<file path="src/hw/epa_pkg.sv">
package epa_pkg;

  // ==========================================================
  // Timing
  // ==========================================================
  localparam int unsigned CLK_HZ        = 25_000_000;
  localparam int unsigned CLK_PERIOD_NS = 40;
  // Interpolator calibration clock period
  localparam int unsigned CAL_PERIOD_NS = 200;
  localparam int unsigned CYC_CAL       = CAL_PERIOD_NS / CLK_PERIOD_NS;
  // Timekeeping tick, 1kHz
  localparam int unsigned TICK_HZ       = 1000;
  localparam int unsigned CYC_TICK      = CLK_HZ / TICK_HZ;
  localparam int unsigned CYC_SEC       = CLK_HZ;
  // One phase step of the VCXO output and the alignment window
  localparam int STEP_NS = 10;
  localparam int TOL_NS  = 10;

  // ==========================================================
  // Register map (byte addresses)
  // ==========================================================
  localparam logic [7:0] A_CTRL    = 8'h00;
  localparam logic [7:0] A_STATUS  = 8'h04;
  localparam logic [7:0] A_PRESET  = 8'h08;
  localparam logic [7:0] A_SECONDS = 8'h0c;
  localparam logic [7:0] A_PHASE   = 8'h10;
  localparam logic [7:0] A_RESULT  = 8'h14;
  localparam logic [7:0] A_RBCTRL  = 8'h18;

  // CTRL fields
  localparam int B_PPS_EN = 0;
  localparam int B_F10_EN = 1;
  localparam int B_SET    = 2;
  // STATUS fields
  localparam int B_ST_LO  = 0;
  localparam int B_WARN   = 2;
  localparam int B_INHIB  = 3;
  localparam int B_LOCKED = 4;

  localparam logic [1:0] RESP_OKAY   = 2'h0;
  localparam logic [1:0] RESP_SLVERR = 2'h2;

  // Status indication codes
  localparam logic [1:0] ST_RED    = 2'h0;
  localparam logic [1:0] ST_YELLOW = 2'h1;
  localparam logic [1:0] ST_GREEN  = 2'h2;

  typedef enum logic [2:0] {
    AL_OFF, AL_JAM, AL_MEAS, AL_STEP, AL_LOCK
  } epa_align_t;

endpackage

</file>
<file path="src/hw/epa_align.sv">
`timescale 1ns/1ps
`default_nettype none

module epa_align #(
  parameter int unsigned CYC_SEC  = epa_pkg::CYC_SEC,
  parameter int unsigned CYC_TICK = epa_pkg::CYC_TICK
) (
  input  wire logic               clk,
  input  wire logic               nrst,
  // AXI4-Lite slave
  input  wire logic [7:0]         s_axi_awaddr,
  input  wire logic               s_axi_awvalid,
  output logic                    s_axi_awready,
  input  wire logic [31:0]        s_axi_wdata,
  input  wire logic [3:0]         s_axi_wstrb,
  input  wire logic               s_axi_wvalid,
  output logic                    s_axi_wready,
  output logic [1:0]              s_axi_bresp,
  output logic                    s_axi_bvalid,
  input  wire logic               s_axi_bready,
  input  wire logic [7:0]         s_axi_araddr,
  input  wire logic               s_axi_arvalid,
  output logic                    s_axi_arready,
  output logic [31:0]             s_axi_rdata,
  output logic [1:0]              s_axi_rresp,
  output logic                    s_axi_rvalid,
  input  wire logic               s_axi_rready,
  // Pins and retained selection
  input  wire logic               external_second_pulse,
  input  wire logic               freq_ref_present,
  input  wire logic               nv_pps_en,
  input  wire logic               nv_f10_en,
  // Time interval measurements, same clock
  input  wire logic signed [15:0] phase_ns,
  input  wire logic               phase_valid,
  input  wire logic signed [31:0] meas_inst_src,
  input  wire logic signed [31:0] meas_inst_ref,
  input  wire logic               meas_valid,
  input  wire logic signed [15:0] antenna_cal_ns,
  // Satellite receiver
  input  wire logic [31:0]        gnss_seconds,
  input  wire logic               gnss_valid,
  // Outputs
  output logic                    vcxo_ref_ext10,
  output logic                    ten_mhz_from_vcxo,
  output logic                    freq_input_for_meas,
  output logic                    rb_freeze,
  output logic signed [15:0]      rb_ctrl,
  output logic                    jam_sync,
  output logic                    phase_step_adv,
  output logic                    phase_step_ret,
  output logic                    tick_cal,
  output logic                    tick_1k,
  output logic                    tick_sec,
  output logic                    sec_tick_ind,
  output logic [1:0]              status,
  output logic                    missing_freq_ref_warning,
  output logic                    meas_inhibit,
  output logic                    gnss_use,
  output logic signed [31:0]      reference_minus_source,
  output logic                    result_valid
);

  // Elaboration-time refusal of divider counts the logic cannot serve
  if (CYC_SEC < 4 || CYC_TICK < 2 || epa_pkg::CYC_CAL < 2) begin : g_bad_cfg
    $error("epa_align: divider counts too small");
  end

  function automatic logic [31:0] sext16(input logic signed [15:0] v);
    sext16 = {{16{v[15]}}, v};
  endfunction

  // ==========================================================
  // Pin synchronisers
  // ==========================================================
  logic [2:0] pps_sync_q;
  logic [2:0] frq_sync_q;
  logic       pps_lvl_q;
  logic       frq_lvl_q;
  always_ff @(posedge clk or negedge nrst) begin
    if (!nrst) begin
      pps_sync_q <= 3'h0;
      frq_sync_q <= 3'h0;
      pps_lvl_q  <= 1'b0;
      frq_lvl_q  <= 1'b0;
    end else begin
      pps_sync_q <= {pps_sync_q[1:0], external_second_pulse};
      frq_sync_q <= {frq_sync_q[1:0], freq_ref_present};
      if (pps_sync_q[1] == pps_sync_q[2]) pps_lvl_q <= pps_sync_q[2];
      if (frq_sync_q[1] == frq_sync_q[2]) frq_lvl_q <= frq_sync_q[2];
    end
  end
  // Filtered level changes only once two stages agree
  wire ext_edge = (pps_sync_q[1] == pps_sync_q[2]) && pps_sync_q[2]
                  && !pps_lvl_q;

  // ==========================================================
  // Control registers and AXI write path
  // ==========================================================
  logic        pps_en_q, f10_en_q, pps_en_prev_q, strap_done_q;
  logic        set_arm_q, warn_q, time_valid_q;
  logic [31:0] preset_q;
  logic [7:0]  aw_addr_q;
  logic        aw_full_q, w_full_q;
  logic [31:0] w_data_q;
  logic [3:0]  w_strb_q;

  assign s_axi_awready = !aw_full_q;
  assign s_axi_wready  = !w_full_q;
  wire   wr_go    = aw_full_q && w_full_q && !s_axi_bvalid;
  wire   wr_ctrl  = wr_go && (aw_addr_q == epa_pkg::A_CTRL) && w_strb_q[0];
  wire   wr_stat  = wr_go && (aw_addr_q == epa_pkg::A_STATUS) && w_strb_q[0];
  wire   wr_pre   = wr_go && (aw_addr_q == epa_pkg::A_PRESET);
  wire   wr_known = (aw_addr_q == epa_pkg::A_CTRL)
                 || (aw_addr_q == epa_pkg::A_STATUS)
                 || (aw_addr_q == epa_pkg::A_PRESET);
  wire   missing   = f10_en_q && !frq_lvl_q;
  wire   pps_rise  = pps_en_q && !pps_en_prev_q;
  logic  tick_sec_w;
  wire   set_apply = tick_sec_w && set_arm_q;

  always_ff @(posedge clk or negedge nrst) begin
    if (!nrst) begin
      aw_full_q <= 1'b0;
      w_full_q  <= 1'b0;
      aw_addr_q <= 8'h00;
      w_data_q  <= 32'h0;
      w_strb_q  <= 4'h0;
      s_axi_bvalid <= 1'b0;
      s_axi_bresp  <= epa_pkg::RESP_OKAY;
    end else begin
      if (s_axi_awvalid && !aw_full_q) begin
        aw_full_q <= 1'b1;
        aw_addr_q <= {s_axi_awaddr[7:2], 2'h0};
      end
      if (s_axi_wvalid && !w_full_q) begin
        w_full_q <= 1'b1;
        w_data_q <= s_axi_wdata;
        w_strb_q <= s_axi_wstrb;
      end
      if (wr_go) begin
        aw_full_q    <= 1'b0;
        w_full_q     <= 1'b0;
        s_axi_bvalid <= 1'b1;
        s_axi_bresp  <= wr_known ? epa_pkg::RESP_OKAY : epa_pkg::RESP_SLVERR;
      end else if (s_axi_bready) begin
        s_axi_bvalid <= 1'b0;
      end
    end
  end

  // Selection survives restart through the retained straps; time does not
  always_ff @(posedge clk or negedge nrst) begin
    if (!nrst) begin
      pps_en_q      <= 1'b0;
      f10_en_q      <= 1'b0;
      pps_en_prev_q <= 1'b0;
      strap_done_q  <= 1'b0;
      set_arm_q     <= 1'b0;
      warn_q        <= 1'b0;
      preset_q      <= 32'h0;
    end else begin
      pps_en_prev_q <= pps_en_q;
      if (!strap_done_q) begin
        strap_done_q <= 1'b1;
        pps_en_q     <= nv_pps_en;
        f10_en_q     <= nv_f10_en && nv_pps_en;
      end else if (wr_ctrl) begin
        pps_en_q <= w_data_q[epa_pkg::B_PPS_EN];
        f10_en_q <= w_data_q[epa_pkg::B_F10_EN]
                    && w_data_q[epa_pkg::B_PPS_EN];
      end
      if (wr_ctrl && w_data_q[epa_pkg::B_SET] && pps_en_q) set_arm_q <= 1'b1;
      else if (set_apply) set_arm_q <= 1'b0;
      if (wr_pre) preset_q <= w_data_q;
      // Event wins over a clear in the same cycle
      if (missing) warn_q <= 1'b1;
      else if (wr_stat && w_data_q[epa_pkg::B_WARN]) warn_q <= 1'b0;
    end
  end

  // ==========================================================
  // Alignment sequencer
  // ==========================================================
  epa_pkg::epa_align_t st_q, st_d;
  wire phase_big_pos = phase_ns >= 16'(epa_pkg::TOL_NS);
  wire phase_big_neg = phase_ns <= -16'(epa_pkg::TOL_NS);

  always_comb begin
    st_d = st_q;
    case (st_q)
      epa_pkg::AL_OFF:  if (pps_rise) st_d = epa_pkg::AL_JAM;
      epa_pkg::AL_JAM:  if (ext_edge) st_d = epa_pkg::AL_MEAS;
      epa_pkg::AL_MEAS: if (phase_valid) begin
        st_d = (phase_big_pos || phase_big_neg) ? epa_pkg::AL_STEP
                                                : epa_pkg::AL_LOCK;
      end
      epa_pkg::AL_STEP: st_d = epa_pkg::AL_MEAS;
      epa_pkg::AL_LOCK: st_d = epa_pkg::AL_LOCK;
      default:          st_d = epa_pkg::AL_OFF;
    endcase
    if (!pps_en_q) st_d = epa_pkg::AL_OFF;
    else if (pps_rise) st_d = epa_pkg::AL_JAM;
  end

  logic signed [15:0] phase_q;
  always_ff @(posedge clk or negedge nrst) begin
    if (!nrst) begin
      st_q           <= epa_pkg::AL_OFF;
      jam_sync       <= 1'b0;
      phase_step_adv <= 1'b0;
      phase_step_ret <= 1'b0;
      phase_q        <= 16'sh0;
      rb_ctrl        <= 16'sh0;
    end else begin
      st_q     <= st_d;
      jam_sync <= (st_q == epa_pkg::AL_JAM) && ext_edge && pps_en_q;
      // One 10ns step per measurement until inside the window
      phase_step_ret <= (st_q == epa_pkg::AL_MEAS) && phase_valid
                        && phase_big_pos && pps_en_q;
      phase_step_adv <= (st_q == epa_pkg::AL_MEAS) && phase_valid
                        && phase_big_neg && pps_en_q;
      if (phase_valid && tick_sec_w) phase_q <= phase_ns;
      // Slow steering only; the external frequency ref freezes it
      if ((st_q == epa_pkg::AL_LOCK) && phase_valid && tick_sec_w
          && !f10_en_q) begin
        rb_ctrl <= rb_ctrl - phase_ns;
      end
    end
  end

  // ==========================================================
  // Divider chain and seconds count
  // ==========================================================
  logic [31:0] sec_div_q;
  logic [31:0] tick_div_q;
  logic [7:0]  cal_div_q;
  logic [31:0] seconds_q;
  wire jam_now = (st_q == epa_pkg::AL_JAM) && ext_edge && pps_en_q;
  assign tick_sec_w = sec_div_q == 32'(CYC_SEC - 1);

  always_ff @(posedge clk or negedge nrst) begin
    if (!nrst) begin
      sec_div_q    <= 32'h0;
      tick_div_q   <= 32'h0;
      cal_div_q    <= 8'h0;
      seconds_q    <= 32'h0;
      tick_sec     <= 1'b0;
      tick_1k      <= 1'b0;
      tick_cal     <= 1'b0;
      sec_tick_ind <= 1'b0;
      time_valid_q <= 1'b0;
    end else begin
      if (jam_now) begin
        sec_div_q  <= 32'h0;
        tick_div_q <= 32'h0;
        cal_div_q  <= 8'h0;
      end else begin
        sec_div_q  <= tick_sec_w ? 32'h0 : sec_div_q + 32'h1;
        tick_div_q <= (tick_div_q == 32'(CYC_TICK - 1)) ? 32'h0
                                                        : tick_div_q + 32'h1;
        cal_div_q  <= (cal_div_q == 8'(epa_pkg::CYC_CAL - 1)) ? 8'h0
                                                            : cal_div_q + 8'h1;
      end
      tick_sec <= tick_sec_w && !jam_now;
      tick_1k  <= (tick_div_q == 32'(CYC_TICK - 1)) && !jam_now;
      tick_cal <= (cal_div_q == 8'(epa_pkg::CYC_CAL - 1)) && !jam_now;
      // Indicator on for the first half of each second
      if (tick_sec_w) sec_tick_ind <= 1'b1;
      else if (sec_div_q == 32'(CYC_SEC / 2)) sec_tick_ind <= 1'b0;
      if (set_apply) seconds_q <= preset_q;
      else if (tick_sec_w && !pps_en_q && gnss_valid)
        seconds_q <= gnss_seconds + 32'h1;
      else if (tick_sec_w) seconds_q <= seconds_q + 32'h1;
      if (missing) time_valid_q <= 1'b0;
      else if (set_apply) time_valid_q <= 1'b1;
      else if (!pps_en_q) time_valid_q <= gnss_valid;
    end
  end

  // ==========================================================
  // Measurement result and status
  // ==========================================================
  wire aligning = (st_q == epa_pkg::AL_JAM) || (st_q == epa_pkg::AL_MEAS)
               || (st_q == epa_pkg::AL_STEP);
  wire [1:0] status_d = missing      ? epa_pkg::ST_RED :
                        aligning     ? epa_pkg::ST_YELLOW :
                        time_valid_q ? epa_pkg::ST_GREEN
                                     : epa_pkg::ST_RED;
  wire signed [31:0] diff_w = meas_inst_src - meas_inst_ref;
  wire signed [31:0] cal_w  = pps_en_q ? 32'sh0
                                       : sext16(antenna_cal_ns);

  always_ff @(posedge clk or negedge nrst) begin
    if (!nrst) begin
      status                 <= epa_pkg::ST_RED;
      reference_minus_source <= 32'sh0;
      result_valid           <= 1'b0;
    end else begin
      status       <= status_d;
      result_valid <= meas_valid && !missing;
      if (meas_valid && !missing) reference_minus_source <= diff_w + cal_w;
    end
  end

  assign vcxo_ref_ext10           = f10_en_q;
  assign ten_mhz_from_vcxo        = f10_en_q;
  assign freq_input_for_meas      = !f10_en_q;
  assign rb_freeze                = f10_en_q;
  assign missing_freq_ref_warning = warn_q;
  assign meas_inhibit             = missing;
  assign gnss_use                 = !pps_en_q;

  // ==========================================================
  // AXI read path
  // ==========================================================
  wire [31:0] stat_w = {27'h0, st_q == epa_pkg::AL_LOCK, missing, warn_q,
                        status};
  wire [31:0] ctrl_w = {29'h0, set_arm_q, f10_en_q, pps_en_q};
  wire [7:0]  ra     = {s_axi_araddr[7:2], 2'h0};
  wire        rd_ok  = (ra <= epa_pkg::A_RBCTRL);
  wire [31:0] rd_w   = (ra == epa_pkg::A_CTRL)    ? ctrl_w :
                       (ra == epa_pkg::A_STATUS)  ? stat_w :
                       (ra == epa_pkg::A_PRESET)  ? preset_q :
                       (ra == epa_pkg::A_SECONDS) ? seconds_q :
                       (ra == epa_pkg::A_PHASE)   ? sext16(phase_q) :
                       (ra == epa_pkg::A_RESULT)  ? reference_minus_source :
                       (ra == epa_pkg::A_RBCTRL)  ? sext16(rb_ctrl) : 32'h0;
  assign s_axi_arready = !s_axi_rvalid;

  always_ff @(posedge clk or negedge nrst) begin
    if (!nrst) begin
      s_axi_rvalid <= 1'b0;
      s_axi_rdata  <= 32'h0;
      s_axi_rresp  <= epa_pkg::RESP_OKAY;
    end else if (s_axi_arvalid && !s_axi_rvalid) begin
      s_axi_rvalid <= 1'b1;
      s_axi_rdata  <= rd_ok ? rd_w : 32'h0;
      s_axi_rresp  <= rd_ok ? epa_pkg::RESP_OKAY : epa_pkg::RESP_SLVERR;
    end else if (s_axi_rready) begin
      s_axi_rvalid <= 1'b0;
    end
  end
endmodule

`default_nettype wire

</file>
<file path="config.mk">
export PLATFORM = sky130hd
export DESIGN_NAME = epa_align
export DESIGN_NICKNAME = d
export VERILOG_FILES = /design/src/hw/epa_pkg.sv /design/src/hw/epa_align.sv
export SDC_FILE = /design/constraint.sdc
export NUM_CORES = 1
export LEC_CHECK = 0
export ABC_AREA = 1
export BUFFER_PORTS_ARGS = -buffer_cell sky130_fd_sc_hd__clkbuf_2
export CAP_MARGIN = 25
export CORE_MARGIN = 2
export CORE_UTILIZATION = 40
export DETAILED_ROUTE_END_ITERATION = 6
export GPL_TIMING_DRIVEN = 0
export PLACE_DENSITY_LB_ADDON = 0.15
export SETUP_SLACK_MARGIN = 0.4
export SLEW_MARGIN = 20
export SYNTH_ARGS = -nofsm -noshare
export SYNTH_HDL_FRONTEND = slang
export SYNTH_SLANG_ARGS = --single-unit
</file>
<file path="constraint.sdc">
create_clock -name clk -period 4.5 [get_ports clk]
set_input_delay 0.675 -clock clk [delete_from_list [all_inputs] [get_ports clk]]
set_output_delay 0.675 -clock clk [all_outputs]
set_load 0.01 [all_outputs]
</file>
# After elaboration in Yosys (flattened, before gate mapping)
# Cells that the tools add are included.
# totals
inputBits	194
output_inout_bits	106
elab_cells	188
reg_bits	307
# classes
mux	50
order_cmp	3
n_addsub	8
reduce_logical	65
n_eq_ne	23
# ops
operator	n
32-bit 2-to-1 mux	16
32-bit by 1-bit adder with 32-bit output (second input constant)	4
1-bit logical AND	37
32-bit adder	1
32-bit by 15-bit == test with 1-bit output (second input constant)	1
32-bit by 24-bit == test with 1-bit output (second input constant)	1
32-bit by 25-bit == test with 1-bit output (second input constant)	1
32-bit subtractor	1
1-bit 2-to-1 mux	21
6-bit by 2-bit == test with 1-bit output (second input constant)	3
6-bit by 3-bit == test with 1-bit output (second input constant)	3
16-bit by 5-bit >= comparator with 1-bit output (second input constant)	1
16-bit by 5-bit <= comparator with 1-bit output (second input constant)	1
8-bit zero test	2
8-bit 2-to-1 mux	2
16-bit subtractor	1
3-bit 2-to-1 mux	5
3-bit one-hot mux with 5 select lines	1
2-bit nonzero test	7
6-bit by 1-bit == test with 1-bit output (second input constant)	2
1-bit zero test	11
2-bit 2-to-1 mux	5
8-bit by 1-bit adder with 8-bit output (second input constant)	1
8-bit by 3-bit == test with 1-bit output (second input constant)	1
13 further kinds	20

# Logic depth before layout (Yosys ltp)
# Gate-level depths: netlist of the first run.
# logic_depth
ltp_word	9
mapped_depth	21
depth_no_buf	19

# Worst setup path after synthesis of the first run
# Ideal clock, no wire load.
# synth_path
path_type	reg2reg
from	register pps_en_q
to	register reference_minus_source[27]
setup_ns	0.118
required_time_ns	4.382
n_path_buf	2
path_slack_ns	0.764
period_less_slack_ns	3.736
arrival_ns	3.618
stages_incl_launch_ff	17
cell_sequence	dfrtp_1 > buf_2 > inv_1 > clkbuf_1 > nand2_1 > fa_1 > inv_1 > ha_1 > a21oi_1 > inv_1 > a31oi_1 > o21ai_0 > a221oi_1 > nand2_1 > or2_2 > nand3_1 > nand2_1
# synth_between
elab_chain_len	2
# synth_lines
item	line_no	source
start: declaration	epa_align.sv:100	logic pps_en_q, f10_en_q, pps_en_prev_q, strap_done_q;
start signal: assignment	epa_align.sv:166	pps_en_q <= nv_pps_en;
start signal: assignment	epa_align.sv:169	pps_en_q <= w_data_q[epa_pkg::B_PPS_EN];
32-bit 2-to-1 mux	epa_align.sv:291	wire signed [31:0] cal_w = pps_en_q ? 32'sh0
32-bit adder	epa_align.sv:302	if (meas_valid && !missing) reference_minus_source <= diff_w + cal_w;
end signal: assignment	epa_align.sv:302	
end: declaration	epa_align.sv:60	output logic signed [31:0] reference_minus_source,
# Every way passes these cells.
# A chain may end at the register's enable or synchronous reset.

# Worst setup path after layout of the first run
# layout_path
from	register pps_en_q
to	register reference_minus_source[23]
# The elaborated chain is that of the path after synthesis.

==> results.sh, run 1 <==
export IMPL_floorplan_core_area_um2=47900
export IMPL_number_of_synthesized_flops_with_an_enable_pin=0
export IMPL_areaGrowthSynthToFinish_pct=18.6
export IMPL_clock_sinks=305
export IMPL_synth_sequential_area_ratio_pct=39.1
export IMPL_hpwlAfterDp_um=55200
export IMPL_report_final_slew_viol_count=0
export IMPL_path_clk_slew_ps=60
export IMPL_p_per_area_nw_per_um2=433
export IMPL_cp_required_ps=4940
export IMPL_largest_net_degree_at_the_start_of_global_routing=89
export IMPL_critPathLaunch="pps_en_q"
export IMPL_global_route_total_usage_across_every_layer_pct=26.8
export IMPL_relSlewSlack_pct=37.4
export IMPL_synth_cells_most_frequent="nand2_1, inv_1, dfrtp_1"
export IMPL_maxClockFrequency_mhz=268
export IMPL_worst_r2r_endpoint="reference_minus_source[23]"
export IMPL_io_pins=300
export IMPL_compound_cell_area_share_of_the_yosys_netlist_pct=12.8
export IMPL_die_h_um=225
export IMPL_preCtsSetupSlack_ps=-597
export IMPL_h_tree_depth=2
export IMPL_part_of_the_cycle_the_worst_path_needs_pct=82.9
export IMPL_globalplace_congestion=0.948
export IMPL_max_cap_viol_count=0
export IMPL_cts_inserted_buffers=37
export IMPL_run_status="finished, final reports clean"
export IMPL_count_of_hold_buffers_inserted_by_post_cts_repair=0
export IMPL_combinational_family_with_the_most_area_after_synthesis="simple AND/OR/NAND/NOR gates"
export IMPL_netlist_cell_type_count=59
export IMPL_worstMarginPinSlew_ps=931
export IMPL_postSynth_asyncResetShare_pct=100
export IMPL_drt_wirelength_per_cell_um=18.8
export IMPL_worstRegToRegCells=18
export IMPL_first_pass_grt_wire_length_um=104000
export IMPL_cts_max_path_buffers=3
export IMPL_postSynthCellCount=2618
export IMPL_dp_cells=3527
export IMPL_clk_root_buffer_cell="clkbuf_16"
export IMPL_muxShareOfSynthArea_pct=0.346
export IMPL_floorplan_die_area_um2=50600
export IMPL_cts_tree="yes"
export IMPL_cts_repair_resize_count=6
export IMPL_worst_endpoint_arrival_ps=4170
export IMPL_finalNetCount=3231
export IMPL_synth_top_cells_by_area="dfrtp_1, nand2_1, inv_1, nor2_1, o21ai_0"
export IMPL_drc=0
export IMPL_chipWidth_um=225
export IMPL_portBuffers=290
export IMPL_worstSetupPathType="register to register"
export IMPL_top_ff_cell_synth="dfrtp_1"
export IMPL_source_to_sink_clock_delay_at_the_later_pin_of_the_worst_skew_pair_ps=550
export IMPL_route_vias_total=18700
export IMPL_drt_antenna_violating_nets=0
export IMPL_grt_overflow_total=0
export IMPL_synth_area_leader_cell="dfrtp_1"
export IMPL_drt_initial_drc_count=1506
export IMPL_post_synth_cell_area_avg_um2=7.45
export IMPL_synth_adder_area_share_pct=6.80
export IMPL_rows=80
export IMPL_report_final_setup_viol=0
export IMPL_largest_clock_skew_in_the_final_design_ps=23.8
export IMPL_nFillCells=4829
export IMPL_crit_path_end="reference_minus_source[23]"
export IMPL_vias_per_cell=5.19
export IMPL_crit_reg2reg_launch="pps_en_q"
export IMPL_synth_xor_xnor_area_share_pct=2.60
export IMPL_layout_setup_ws_ps=768
export IMPL_syn_area_um2=19500
export IMPL_vdd_ir_drop_max_uv=281
export IMPL_simple_gate_area_share_of_the_yosys_netlist_pct=28.8
export IMPL_detailed_route_wire_length_um=67600
export IMPL_crit_path_max_fanout=10
export IMPL_setup_reg_to_reg_worst_slack_ps=770
export IMPL_crit_path_end_kind="register"
export IMPL_p_leak_uw=0.0121
export IMPL_first_global_vias=18300
export IMPL_layout_cells_non_filler=3594
export IMPL_initial_cell_density_of_the_core_pct=40.7
export IMPL_netlist_area_leader_share_pct=39.1
export IMPL_yosys_cell_count_top_type="nand2_1"
export IMPL_yosys_warnings=0
export IMPL_grt_antenna_before_repair=1
export IMPL_post_cts_setup_buffer_count=0
export IMPL_finalCriticalPeriod_ps=3730
export IMPL_final_hold_violation_count=0
export IMPL_firstDrtPassIters=5
export IMPL_rsz0062_at_grt="false"
export IMPL_final_layout_size_suffix_gt1_share_pct=16.7
export IMPL_postSynthRegisterBits=305
export IMPL_crit_path_start_kind="register"
export IMPL_min_path_type="input pin to asynchronous set/reset pin"
-- state kept, by name, summed over array words and instances, names as in the netlist, 8 cells and up --
register                flops
seconds_q                  32
cal_div_q                   8
reference_minus_source     32
preset_q                   32
sec_div_q                  32
s_axi_rdata                32
phase_q                    16
rb_ctrl                    16
w_data_q                   32
tick_div_q                 32
-- where the power goes --
| group | internal, uW | total, uW | leakage, uW | switching (uW) |
|---|---|---|---|---|
| Clock | 1910 | 3140 | 0.000612 | 1230 |
| Sequential | 3390 | 4010 | 0.00372 | 622 |
| Combinational | 1060 | 2870 | 0.00774 | 1810 |
| Total | 6360 | 10000 | 0.0121 | 3670 |
-- area by class of cell --
| type | instances | area, um2 | area share, % |
|---|---|---|---|
| inverter | 373 | 1400 | 6.05 |
| clock buffer | 51 | 1040 | 4.49 |
| tap | 615 | 769 | 3.33 |
| buffer | 86 | 453 | 1.96 |
| timing repair buffer | 293 | 1540 | 6.67 |
| clock inverter | 15 | 220 | 0.952 |
| sequential | 305 | 7630 | 33.0 |
| antenna | 1 | 2.50 | 0.0108 |
| multi-input combinational | 1855 | 10100 | 43.6 |
-- critical path: stages (launching register included) --
cell,delay (ps)
dfrtp_1,370
buf_2,200
inv_1,130
buf_6,200
clkbuf_4,220
nand2_1,80
fa_1,480
inv_1,40
ha_1,360
a21oi_1,150
inv_1,60
a31oi_1,160
nand2_1,120
a31oi_4,240
o21ai_1,190
a21o_1,210
or2_2,260
nand3_1,80
nand2_1,60
-- worst min path at each step --
| stage | from | to | slack, ps | cells after the start |
|---|---|---|---|---|
| 5_1_grt | nrst | tick_1k | 130 | 1 |
| 3_5_place_dp | pps_sync_q[0] | pps_sync_q[1] | 340 | 0 |
| 6_report | nrst | tick_div_q[22] | 110 | 1 |
| 4_1_cts | nrst | tick_div_q[22] | 100 | 1 |
| 3_3_place_gp | pps_sync_q[0] | pps_sync_q[1] | 340 | 0 |
| 2_1_floorplan | frq_sync_q[0] | frq_sync_q[1] | 330 | 0 |
-- cell families (layout without fill, tap and decap cells) --
logic type / count (synthesis) / after routing
AND/OR/NAND/NOR: 1255 / 1255
buffers and inverters: 459 / 818
AO/OA/AOI/OAI: 446 / 446
flip-flops: 305 / 305
adder cells (fa/ha/maj): 87 / 87
XOR/XNOR: 58 / 58
multiplexers: 6 / 6
other: 2 / 4
-- cell usage in the layout (no fill, tap or decap), types with 6 or more instances in the layout --
cell	Yosys	layout
a21oi_1	132	132
buf_4	6	6
inv_2	10	10
clkbuf_1	56	62
nor2_1	268	268
dfrtp_1	305	305
ha_1	54	54
clkinv_1	8	8
nor3_1	62	61
nand3b_1	9	9
buf_6	11	12
clkbuf_8	0	7
nor4_1	27	26
mux2_2	6	6
o21a_1	6	6
o21ai_1	14	17
nor2_2	22	22
clkbuf_16	0	37
fa_1	32	32
o211ai_1	6	6
o22ai_1	12	12
o31ai_1	14	14
inv_1	355	355
buf_2	11	11
a22oi_1	12	12
clkbuf_2	0	289
or2_2	10	10
o21ai_0	194	191
nor2_4	16	16
nand2_1	607	606
xnor2_1	23	23
nand3_1	129	129
a31oi_1	12	10
nand2_2	28	28
xor2_1	35	35
nand4_1	53	53
a221oi_1	13	13
-- metal layers --
layer / global-route usage (%) / vias to the layer above / part of all wire, %
li1: - / 9203 / -
met1: 36.1 / 8773 / 44
met2: 44.5 / 572 / 47
met3: 3.95 / 105 / 5.8
met4: 8.50 / 0 / 3.1
met5: 0 / - / 0
-- through the flow --
step	instance area [um2]	power [uW]	TNS [ps]	hold WS, ps	utilization (%)
after floorplan	19500	5660	0	331	-
after global placement	21700	6840	-1207280	339	45.3
after detailed placement	21800	6910	-4190	338	45.5
after CTS	23100	10100	0	104	48.2
after global routing	23100	10700	0	131	48.3
final	23100	10000	0	107	48.3
Note: power is estimated with default switching activity, not from simulation.
==> run 2, diff against run 1 <==
- ABC_AREA: 1 -> 0
- clock period: 4.5 -> 3.2 ns (I/O delays scaled with it)
==> run 2 against run 1 <==
The run now ends with design-rule violations, negative setup slack left; worst hold slack got worse by 44 ps; clock-buffer cell count down 4; first-iteration DRC count is 24% lower; fmax rose by 0.19%; die area fell by 8.7%; critical path type unchanged; critical endpoint is now reference_minus_source[31]; largest cell class unchanged.
==> results.sh, run 2 <==
export IMPL_run_status="finished, violations left"
export IMPL_failed_checks="design-rule violations, negative setup slack"
export IMPL_drc=10
export IMPL_crit_path_max_fanout=6
export IMPL_postSynthRegisterBits=305
export IMPL_final_setup_tns_ps=-6830
export IMPL_global_route_total_usage_across_every_layer_pct=23.9
export IMPL_insertedDiodeCount=0
export IMPL_syn_area_um2=17800
export IMPL_min_path_type="input pin to register"
export IMPL_die_h_um=215
export IMPL_top_ff_cell_synth="dfrtp_1"
export IMPL_postSynth_asyncResetShare_pct=100
export IMPL_layout_common_cells="dfrtp_1, clkbuf_2, nand2_1"
export IMPL_detailed_route_wire_length_um=56300
export IMPL_drt_wirelength_per_cell_um=19.4
export IMPL_p_per_area_nw_per_um2=553
export IMPL_worstRegToRegCells=15
export IMPL_crit_path_start_kind="register"
export IMPL_vdd_ir_drop_max_uv=330
export IMPL_route_vias_total=15400
export IMPL_worstMarginPinSlew_ps=886
export IMPL_dp_cells=2761
export IMPL_clock_sinks=305
export IMPL_globalplace_congestion=0.908
export IMPL_path_clk_slew_ps=60
export IMPL_chipWidth_um=215
export IMPL_drt_initial_drc_count=1150
export IMPL_final_layout_size_suffix_gt1_share_pct=30.8
export IMPL_setup_reg_to_reg_worst_slack_ps=-520
export IMPL_cp_required_ps=3600
export IMPL_rsz0062_at_grt="true"
export IMPL_drt_antenna_violating_nets=0
export IMPL_postSynthCellCount=1874
export IMPL_source_to_sink_clock_delay_at_the_later_pin_of_the_worst_skew_pair_ps=530
export IMPL_synth_top_cells_by_area="dfrtp_1, mux2_2, nand2_1, xor2_1, o21ai_0"
export IMPL_p_leak_uw=0.0114
export IMPL_first_pass_grt_wire_length_um=86500
export IMPL_max_cap_viol_count=0
export IMPL_most_common_library_cell_in_the_layout_ignoring_fill_and_taps="dfrtp_1"
export IMPL_maxClockFrequency_mhz=268
export IMPL_number_of_synthesized_flops_with_an_enable_pin=0
export IMPL_finalNetCount=2573
export IMPL_areaGrowthSynthToFinish_pct=32.1
export IMPL_layout_setup_ws_ps=-525
export IMPL_worstSetupPathType="register to register"
export IMPL_vias_per_cell=5.29
export IMPL_floorplan_die_area_um2=46200
export IMPL_synth_area_leader_cell="dfrtp_1"
export IMPL_h_tree_depth=2
export IMPL_part_of_the_cycle_the_worst_path_needs_pct=116
export IMPL_hpwlAfterDp_um=42300
export IMPL_cts_tree="yes"
export IMPL_firstDrtPassIters=7
export IMPL_rows=77
export IMPL_yosys_warnings=0
export IMPL_first_global_vias=15100
export IMPL_relSlewSlack_pct=40.4
export IMPL_yosys_cell_count_top_type="dfrtp_1"
export IMPL_final_hold_violation_count=0
export IMPL_cts_inserted_buffers=36
export IMPL_design_area_um2=23500
export IMPL_crit_path_end_kind="register"
export IMPL_grt_overflow_total=0
export IMPL_largest_net_degree_at_the_start_of_global_routing=88
export IMPL_floorplan_core_area_um2=44000
export IMPL_layout_cells_non_filler=2908
export IMPL_report_final_setup_viol=33
export IMPL_io_pins=300
export IMPL_synth_cells_most_frequent="dfrtp_1, nand2_1, nor2_1"
export IMPL_whs_path_depth=1
export IMPL_initial_cell_density_of_the_core_pct=40.4
export IMPL_netlist_area_leader_share_pct=42.9
export IMPL_finalCriticalPeriod_ps=3720
export IMPL_clk_root_buffer_cell="clkbuf_16"
export IMPL_cts_max_path_buffers=3
export IMPL_worst_endpoint_arrival_ps=4120
export IMPL_postPlaceCellArea_um2=20500
export IMPL_largest_clock_skew_in_the_final_design_ps=24.8
export IMPL_grt_antenna_before_repair=4
export IMPL_post_synth_cell_area_avg_um2=9.49
export IMPL_portBuffers=289
export IMPL_netlist_cell_type_count=73
export IMPL_report_final_slew_viol_count=0
export IMPL_synth_sequential_area_ratio_pct=42.9
export IMPL_whs_ps=62.6
==> run 2: cell types whose count changed in the layout (fill, tap and decap cells not counted), moves of 71 or more <==
| cell | delta |
|---|---|
| nor2_1 | -117 |
| inv_1 | -228 |
| o21ai_0 | -101 |
| nand2_1 | -410 |
| mux2_2 | +71 |
| nand3_1 | -75 |
==> run 2: cell type report <==
type	instances	area, um2
Buffer	77	428
Clock buffer	47	1000
Clock inverter	14	230
Fill cell	3962	20500
Inverter	138	531
Multi-Input combinational cell	1355	10600
Sequential cell	305	7640
Tap cell	592	741
Timing Repair Buffer	379	2360
Timing Repair inverter	1	8.76
==> run 2: path summary, 6_finish.rpt <==
kind,startpoint,end
setup / recovery,pps_en_q,reference_minus_source[31]
hold / removal,external_second_pulse,pps_sync_q[0]
setup reg to reg,pps_en_q,reference_minus_source[31]
hold reg to reg,pps_sync_q[0],pps_sync_q[1]
max in group asynchronous,nrst,preset_q[26]
min in group asynchronous,nrst,pps_sync_q[0]
==> run 2: worst max-delay path, cell delays in order, from the launching register on <==
cell and delay [ps]:
dfrtp_2 520, clkinv_8 130, clkbuf_16 150, nand2_2 50, fa_1 540, inv_1 50
ha_2 170, a211oi_2 200, nor2_1 80, or3_1 300, a21o_1 230, a2111oi_4 300
o31ai_4 90, a211o_1 340, o22a_1 240, a22o_1 190
==> run 2: cells by family after synthesis <==
kind of cell    count (synthesis)  synth area share [%]
compound gates                371                  12.9
xor+xnor                      129                  6.35
fa+ha+maj                      87                  7.46
buf+inv                       215                  4.76
flops                         305                  42.9
mux                           137                  8.51
other cells                     2                0.0422
simple gates                  628                  17.1
==> run 2: metrics by stage <==
stage	utilization (%)	setup WS, ps	power [uW]
floorplan	-	-295	7150
global placement	46.3	-5680	8300
detailed placement	46.6	-874	8370
CTS	51.9	-523	13000
global route	53.4	-650	13700
finish	53.4	-525	13000
==> run 2: what timing repair did <==
| item | 4_1_cts | 5_1_grt |
|---|---|---|
| setup buffers | 54 | 29 |
| pin swaps | 63 | 63 |
| resized for setup | 162 | 97 |
| cloned | 2 | 0 |
| hold buffers | 1 | 0 |
| hold endpoints to repair | 64 | 0 |
| setup endpoints to repair | 66 | 116 |
==> run 2: power breakdown <==
part	switching, uW	internal, uW	total, uW
clock	1620	2690	4310
combinational	1750	1640	3390
sequential	688	4620	5300
total	4050	8950	13000
==> run 2: routing by layer <==
| layer | up-vias | GRT usage [%] | wire length, um |
|---|---|---|---|
| met5 | - | 0 | 37 |
| li1 | 7344 | - | - |
| met4 | 6 | 8.73 | 2020 |
| met2 | 502 | 37.5 | 25700 |
| met1 | 7440 | 32.3 | 24400 |
| met3 | 99 | 5.59 | 4200 |
